File: config.mk
export PLATFORM = sky130hd
export DESIGN_NAME = bus_status_encoder
export DESIGN_NICKNAME = d
export VERILOG_FILES = /design/src/bus_status_pkg.sv /design/src/bus_status_encoder.sv
export SDC_FILE = /design/constraint.sdc
export NUM_CORES = 1
export LEC_CHECK = 0
export ABC_AREA = 1
export BUFFER_PORTS_ARGS = -buffer_cell sky130_fd_sc_hd__buf_2
export CAP_MARGIN = 20
export CORE_ASPECT_RATIO = 0.6
export CORE_MARGIN = 2
export CORE_UTILIZATION = 40
export CTS_BUF_LIST = sky130_fd_sc_hd__clkbuf_4 sky130_fd_sc_hd__clkbuf_8 sky130_fd_sc_hd__clkbuf_16
export CTS_CLUSTER_SIZE = 12
export DETAILED_ROUTE_END_ITERATION = 10
export PLACE_DENSITY_LB_ADDON = 0.15
export SYNTH_ARGS = -nofsm -noshare
export SYNTH_HDL_FRONTEND = slang
export SYNTH_SLANG_ARGS = --single-unit
File: constraint.sdc
create_clock -name SYS_CLK_I -period 1.2 [get_ports SYS_CLK_I]
set_input_delay 0 -clock SYS_CLK_I [delete_from_list [all_inputs] [get_ports SYS_CLK_I]]
set_output_delay 0 -clock SYS_CLK_I [all_outputs]
set_load 0.01 [all_outputs]
File: src/bus_status_pkg.sv
// constants for the maximum-mode bus cycle status encoder
// Overview of operation
// status pin functions are used only while the mode strap reads low.
// valid code in T4, T1, T2; passive 111 in T3 or ready wait state.
// leaving passive during T4 marks the start of a new bus cycle.
// returning to passive in T3 or a wait state marks the cycle end.
// all three status outputs float while in hold acknowledge; code floats them only when the next state is ST_IDLE.
// external controller derives every command strobe from the decoded status.
// 000 inta,001 io rd,010 io wr,011 halt,100 code,101 mem rd,110 mem wr,111 passive.
// addressed device drives ready high to finish; waits last while ready low.
// status stays passive during idle bus states between cycles.
package bus_status_pkg;

    localparam int STATUS_W = 3;

    localparam logic [2:0] STATUS_INT_ACK = 3'h0;
    localparam logic [2:0] STATUS_IO_READ = 3'h1;
    localparam logic [2:0] STATUS_IO_WRITE = 3'h2;
    localparam logic [2:0] STATUS_HALT = 3'h3;
    localparam logic [2:0] STATUS_CODE_FETCH = 3'h4;
    localparam logic [2:0] STATUS_MEM_READ = 3'h5;
    localparam logic [2:0] STATUS_MEM_WRITE = 3'h6;
    localparam logic [2:0] STATUS_PASSIVE = 3'h7;

    // strap level that selects the maximum configuration
    localparam logic STRAP_MAX_LEVEL = 1'b0;
    localparam logic STRAP_RESET_LEVEL = 1'b1;

    typedef enum logic [5:0] {
        ST_IDLE = 6'h01,
        ST_T4 = 6'h02,
        ST_T1 = 6'h04,
        ST_T2 = 6'h08,
        ST_T3 = 6'h10,
        ST_TW = 6'h20
    } t_state_type;

endpackage

File: src/bus_status_encoder.sv
// maximum-mode bus cycle status encoder with T-state sequencer
module bus_status_encoder
    import bus_status_pkg::*;
(
    input wire logic SYS_CLK_I,
    input wire logic RESET_N_I,
    input wire logic CONFIG_SELECT_STRAP_I,
    input wire logic READY_I,
    input wire logic HOLD_ACK_I,
    input wire logic CYCLE_REQ_I,
    input wire logic [2:0] CYCLE_TYPE_I,
    output logic [2:0] BUS_CYCLE_STATUS_O,
    output logic BUS_CYCLE_STATUS_OE_O,
    output logic CYCLE_ACK_O,
    output logic CYCLE_END_O,
    output logic BUS_BUSY_O
);

    logic strap_s1_reg;
    logic strap_s2_reg;
    logic strap_s3_reg;
    logic max_mode_reg;
    t_state_type state_reg;
    t_state_type state_next;
    logic [2:0] code_reg;
    logic [2:0] code_next;
    logic [2:0] status_next;
    logic oe_next;
    logic ack_next;
    logic end_next;
    logic take_req;

    // strap synchroniser, accepted once the last two stages agree
    always_ff @(posedge SYS_CLK_I or negedge RESET_N_I) begin
        if (!RESET_N_I) begin
            strap_s1_reg <= STRAP_RESET_LEVEL;
            strap_s2_reg <= STRAP_RESET_LEVEL;
            strap_s3_reg <= STRAP_RESET_LEVEL;
        end else begin
            strap_s1_reg <= CONFIG_SELECT_STRAP_I;
            strap_s2_reg <= strap_s1_reg;
            strap_s3_reg <= strap_s2_reg;
        end
    end

    always_ff @(posedge SYS_CLK_I or negedge RESET_N_I) begin
        if (!RESET_N_I) begin
            max_mode_reg <= 1'b0;
        end else if (strap_s2_reg == strap_s3_reg) begin
            max_mode_reg <= (strap_s3_reg == STRAP_MAX_LEVEL);
        end
    end

    // a new cycle is only taken in max mode, outside hold, with a real code
    assign take_req = CYCLE_REQ_I && max_mode_reg && !HOLD_ACK_I
        && (CYCLE_TYPE_I != STATUS_PASSIVE);

    always_comb begin
        state_next = state_reg;
        code_next = code_reg;
        status_next = STATUS_PASSIVE;
        ack_next = 1'b0;
        end_next = 1'b0;
        unique case (state_reg)
            ST_IDLE: begin
                if (take_req) begin
                    state_next = ST_T4;
                    code_next = CYCLE_TYPE_I;
                    status_next = CYCLE_TYPE_I;
                    ack_next = 1'b1;
                end
            end
            ST_T4: begin
                if (BUS_CYCLE_STATUS_O != STATUS_PASSIVE) begin
                    state_next = ST_T1;
                    status_next = code_reg;
                end else if (take_req) begin
                    state_next = ST_T4;
                    code_next = CYCLE_TYPE_I;
                    status_next = CYCLE_TYPE_I;
                    ack_next = 1'b1;
                end else begin
                    state_next = ST_IDLE;
                end
            end
            ST_T1: begin
                state_next = ST_T2;
                status_next = code_reg;
            end
            ST_T2: begin
                state_next = ST_T3;
                // ready at this edge ends the cycle in T3
                status_next = READY_I ? STATUS_PASSIVE : code_reg;
                end_next = READY_I;
            end
            ST_T3, ST_TW: begin
                if (BUS_CYCLE_STATUS_O == STATUS_PASSIVE) begin
                    // final T4 of the cycle may announce the next one
                    state_next = ST_T4;
                    if (take_req) begin
                        code_next = CYCLE_TYPE_I;
                        status_next = CYCLE_TYPE_I;
                        ack_next = 1'b1;
                    end
                end else begin
                    state_next = ST_TW;
                    status_next = READY_I ? STATUS_PASSIVE : code_reg;
                    end_next = READY_I;
                end
            end
            default: begin
                state_next = ST_IDLE;
            end
        endcase
    end

    // outputs float in min mode or while the bus is handed over idle
    assign oe_next = max_mode_reg && !(HOLD_ACK_I && state_next == ST_IDLE);

    always_ff @(posedge SYS_CLK_I or negedge RESET_N_I) begin
        if (!RESET_N_I) begin
            state_reg <= ST_IDLE;
        end else if (!max_mode_reg) begin
            state_reg <= ST_IDLE;
        end else begin
            state_reg <= state_next;
        end
    end

    always_ff @(posedge SYS_CLK_I or negedge RESET_N_I) begin
        if (!RESET_N_I) begin
            code_reg <= STATUS_PASSIVE;
        end else begin
            code_reg <= code_next;
        end
    end

    always_ff @(posedge SYS_CLK_I or negedge RESET_N_I) begin
        if (!RESET_N_I) begin
            BUS_CYCLE_STATUS_O <= STATUS_PASSIVE;
            BUS_CYCLE_STATUS_OE_O <= 1'b0;
            CYCLE_ACK_O <= 1'b0;
            CYCLE_END_O <= 1'b0;
            BUS_BUSY_O <= 1'b0;
        end else if (!max_mode_reg) begin
            BUS_CYCLE_STATUS_O <= STATUS_PASSIVE;
            BUS_CYCLE_STATUS_OE_O <= 1'b0;
            CYCLE_ACK_O <= 1'b0;
            CYCLE_END_O <= 1'b0;
            BUS_BUSY_O <= 1'b0;
        end else begin
            BUS_CYCLE_STATUS_O <= status_next;
            BUS_CYCLE_STATUS_OE_O <= oe_next;
            CYCLE_ACK_O <= ack_next;
            CYCLE_END_O <= end_next;
            BUS_BUSY_O <= (state_next != ST_IDLE);
        end
    end
endmodule

======== After elaboration in Yosys (flattened, before gate mapping) ========
Cells that the tools add are included.
word-level totals
  word-level logic and storage cells ...... 62
  register bits after elaboration ......... 20
  memories kept ........................... 0
  latch bits .............................. 0
  RAM bits ................................ 0
  bits in read-only memories .............. 0
operators by class
  multipliers ............................. 0
  equality and inequality tests ........... 14
  magnitude comparators ................... 0
  muxes and demuxes ....................... 26
  div/mod/pow operators ................... 0
  add/subtract/negate cells ............... 0
  reduce and logical (&&, ||, !) cells .... 10
  bitwise gates (word level) .............. 1
  shift operators ......................... 0
operator list
  operator            number
  $pmux 6 s5          1
  $mux 3              9
  $mux 6              3
  $pmux 3 s5          1
  $eq 6x1->1 const B  2
  $pmux 3 s3          1
  $mux 1              8
  $eq 6x2->1 const B  1
  $eq 6x3->1 const B  1
  $eq 6x4->1 const B  1
  $eq 6x5->1 const B  1
  $eq 6x6->1 const B  1
  $ne 3x3->1 const B  2
  $ne 6x1->1 const B  1
  $logic_and 1x1->1   5
  $ne 2x2->1 const B  2
  $eq 3x3->1 const B  1
  $pmux 1 s3          1
  $reduce_and 3->1    1
  $reduce_bool 3->1   1
  $logic_not 1->1     2
  $mux 2              1
  $pmux 1 s2          1
  $reduce_or 2->1     1
  other kinds (2)     2

======== Longest topological paths before layout ========
  depth after elaboration ................. 11
  gate-level depth with buffers ........... 9
  depth with buffers taken out ............ 9

======== Least setup slack after synthesis ========
Ideal clock, no wire load.
  path kind ............................... reg-to-reg
  start point ............................. register BUS_CYCLE_STATUS_O[2]
  end point ............................... register BUS_CYCLE_STATUS_O[1]
  stages on the path, launching flop included .. 8
  clock period less this slack ............ 1.278 ns
  path buffers ............................ 0
  arrival time ............................ 1.200 ns
  data required time ...................... 1.123 ns
  setup time .............................. 0.077 ns
  setup slack ............................. -0.078 ns
  cells stage by stage .................... dfstp_2 > nand3_1 > nand3_1 > nand3_1 > nand2_1 > inv_1 > nor2_1 > nand2_1
on the way
  word-level cells in the longest chain between the ends .. 4
RTL lines
  element                                          line                                                text
  start, declared                                  bus_status_encoder.sv:12                            output logic [2:0] BUS_CYCLE_STATUS_O,
  start signal, assigned                           bus_status_encoder.sv:152                           BUS_CYCLE_STATUS_O <= status_next;
  $eq 3x3->1 / $ne 3x3->1 (equally long branches)  bus_status_encoder.sv:97, bus_status_encoder.sv:74
  $mux 3 (on tied branches)                        bus_status_encoder.sv:97, bus_status_encoder.sv:74
  $pmux 3 s5 (*)                                   bus_status_encoder.sv:64                            unique case (state_reg)
  $mux 3 (*)                                       bus_status_encoder.sv:145                           end else if (!max_mode_reg) begin
Mark *: on every way between the ends. The rest lies on a longest branch, timed or not.
A chain may end at the register's enable or synchronous reset.

======== Worst setup path in the final report ========
  start point ............................. register state_reg[0]
  end point ............................... register BUS_CYCLE_STATUS_O[0]
on the way
  word-level cells in the longest chain between the ends .. 4
RTL lines
  element                                          line                       text
  start, declared                                  bus_status_encoder.sv:23   t_state_type state_reg;
  start signal, assigned                           bus_status_encoder.sv:126  state_reg <= state_next;
  $eq 6x5->1 / $eq 6x6->1 (equally long branches)  bus_status_encoder.sv:64
  $reduce_or 2->1                                  bus_status_encoder.sv:64
  $pmux 3 s5 (*)                                   bus_status_encoder.sv:64
  $mux 3 (*)                                       bus_status_encoder.sv:145
Marks and branches as above.

==> flow_summary.json <==
{
  "outcome": "finished with violations",
  "violations": "setup timing",
  "setup_slack_ns": -0.1059,
  "crit_family": "simple AND/OR/NAND/NOR gates",
  "viasPerCell": 4.463,
  "numPortBuffers": 15,
  "drtIter0Drc": 21,
  "synth_commonest_cells": "nand2_1, nor2_1, inv_1",
  "cap_violations": 0,
  "antenna_found_initial": 0,
  "finalPower_w": 0.002177,
  "netlist_top_cells_area": "dfstp_2, dfrtp_1, nand2_1",
  "dieArea_sq_um": 3006,
  "final.setup_skew_ns": 0.002250,
  "route.detailed.wl_per_inst_microns": 11.64,
  "syn_area_sq_um": 1028,
  "rows": 14,
  "placed_cells_incl_taps": 164,
  "synth.most_common_cell": "nand2_1",
  "worstHoldStart": "READY_I",
  "cts_buffers": 3,
  "crit_path_max_incr_delay_ns": 0.55,
  "yosysUniqueCellTypes": 21,
  "drt-total-wl_microns": 2060,
  "nNetsFinal": 155,
  "r2r_start": "state_reg[0]",
  "clock_sinks": 20,
  "synthCells": 113,
  "drcViolationCount": 0,
  "hold_violations": 0,
  "fp.dieH_microns": 43.28,
  "period_needed_ns": 1.306,
  "clkTransAtPathRegs_ns": 0.08,
  "fin_crit_sh": 1.088,
  "drtPass1Iterations": 4,
  "p_leak_nw": 0.7027,
  "power_density_nw_per_um2": 1591,
  "hp-class": "in2reg",
  "cts.path.max_buffers": 2,
  "relSlewSlack": 0.7044,
  "grt_setup_unrepaired": "yes",
  "diodes": 0,
  "largest_register_ffs": 6,
  "finalNonFillerCells": 177,
  "synth_nets": 122,
  "crit_buf_inv": 1,
  "critPathKind": "reg2reg",
  "root_buffer": "clkbuf_8",
  "vdd_drop_max_v": 0.0009413,
  "grt_pass1_wl_microns": 3643,
  "drive_gt1_frac": 0.4552,
  "min_path_cells": 5,
  "coreArea_sq_um": 2470,
  "ys_warn_count": 0,
  "grtUsageTotal": 0.1573,
  "synth_seq_cells": 20,
  "drtAntennaViolNets": 0,
  "yosys.area.top_type": "dfstp_2",
  "yosysSeqAreaShare": 0.4988,
  "crit_path_end_kind": "flop",
  "reg2reg_to": "BUS_CYCLE_STATUS_O[0]",
  "io_pins": 16,
  "htree_levels": 1,
  "synth.avg_cell_area_sq_um": 9.102,
  "clk_latency_ns": 0.26,
  "r2r_setup_slack_ns": -0.11,
  "crit_slowest_cell": "dfstp_2",
  "maxSlewViolCount": 0,
  "synth_edf_count": 0,
  "grt_max_degree": 21,
  "cp.required_ns": 1.40,
  "holdPathEnd": "CYCLE_END_O",
  "fmax_mhz": 765.8,
  "worstMarginPinSlew_ns": 0.4435,
  "grt_overflow": 0,
  "grt_pass1_vias": 774,
  "via_count": 790,
  "path_depth": 7,
  "rr_worst_depth": 7,
  "cts_tree": "built",
  "worstPathCellList": "inv_2, nand2_4, nor2_4, o21ai_2, nand3_2, and2b_1, nand3_1",
  "area_delta_synth_final_pct": 33.09,
  "synth_top_area_frac": 0.2555,
  "cp_max_fo": 3,
  "start_util": 0.4164,
  "synth_ff_type": "dfstp_2",
  "place_hpwl_microns": 1563,
  "cp-start-kind": "flop",
  "gp_congestion": 0.8431,
  "die_x_microns": 69.46,
  "crit_arrival_ns": 1.51,
  "ys_async_sr_fraction": 1.000,
  "setup_viol": 8
}
[worst max-delay path by stage]
stage	from	to	slack, ns
6_report	state_reg[0]	BUS_CYCLE_STATUS_O[0]	-0.11
2_1_floorplan	BUS_CYCLE_STATUS_O[2]	BUS_CYCLE_STATUS_O[1]	0.005
4_1_cts	state_reg[0]	BUS_CYCLE_STATUS_O[0]	-0.1
5_1_grt	state_reg[0]	code_reg[1]	-0.18
3_3_place_gp	state_reg[0]	BUS_CYCLE_STATUS_O[0]	-0.08
3_5_place_dp	state_reg[0]	BUS_CYCLE_STATUS_O[0]	-0.10
[power breakdown]
group          total (W)  internal [W]  switching, W
sequential      0.000904      0.000840     0.0000639
clock           0.000678      0.000445      0.000232
combinational   0.000596      0.000234      0.000362
[cell families after synthesis]
kind of cell | after synthesis | synth area share
DFF | 20 | 0.4988
AOI/OAI and AO/OA | 14 | 0.09489
buffers and inverters | 15 | 0.05474
and+or+nand+nor | 64 | 0.3516
[cell usage in the layout (no fill, tap or decap)]
cell type,n
o21ai_4,1
nand4_1,1
dfrtp_1,10
o211ai_1,2
nand3_4,1
o21ai_1,3
dlygate4sd3_1,6
inv_2,5
nor2_2,2
nand2_1,22
dfstp_2,10
inv_1,10
a21oi_1,1
buf_2,15
nor2_8,1
o21ai_2,4
o21ai_0,3
clkbuf_8,3
nand2_4,6
nand3_1,8
and2b_1,1
nand2_2,2
buf_4,7
nor2_4,6
nand3_2,2
bufinv_16,1
nor2_1,12
[repair_timing]
item	in CTS	in global routing
endpoints found under the hold margin	15	0
setup endpoints to repair	9	13
hold buffers	6	0
pin swaps	2	1
buffers inserted	1	2
resized for setup	4	4
[metal layers]
layer / up-vias / routed length (microns) / track usage
li1: 421 / - / -
met1: 354 / 1118 / 0.2263
met2: 15 / 874 / 0.2365
met3: 0 / 67 / 0.04276
met4: 0 / 0 / 0.03529
met5: - / 0 / 0
[worst reg2reg max path: cells and delay by family (launching register included)]
family,cells,cell delay [ns]
AND/OR/NAND/NOR,5,0.56
buffers and inverters,1,0.07
AO/OA/AOI/OAI,1,0.08
flip-flops,1,0.55
[final cells by class]
cell class	instances	area (sq um)
tap	32	40.04
clock buffer	3	41.29
fill	223	1101
multi-input combinational	78	500.5
inverter	15	56.30
clock inverter	1	30.03
timing repair buffer	28	187.7
sequential	20	513.0
[through the flow]
step                      worst slack, ns  TNS [ns]  hold slack [ns]  cell area (sq um)    util
after floorplan                  0.004933         0          -0.2956               1036       -
after global placement           -0.07870   -0.4497         -0.03799               1181  0.4782
after detailed placement          -0.1040   -0.6196         -0.01901               1181  0.4782
after CTS                        -0.09759   -0.6034           0.1747               1343  0.5436
after global routing              -0.1823    -1.483           0.1754               1369  0.5542
final                             -0.1059   -0.5801           0.1620               1369  0.5542
(Power assumes the default switching activity.)
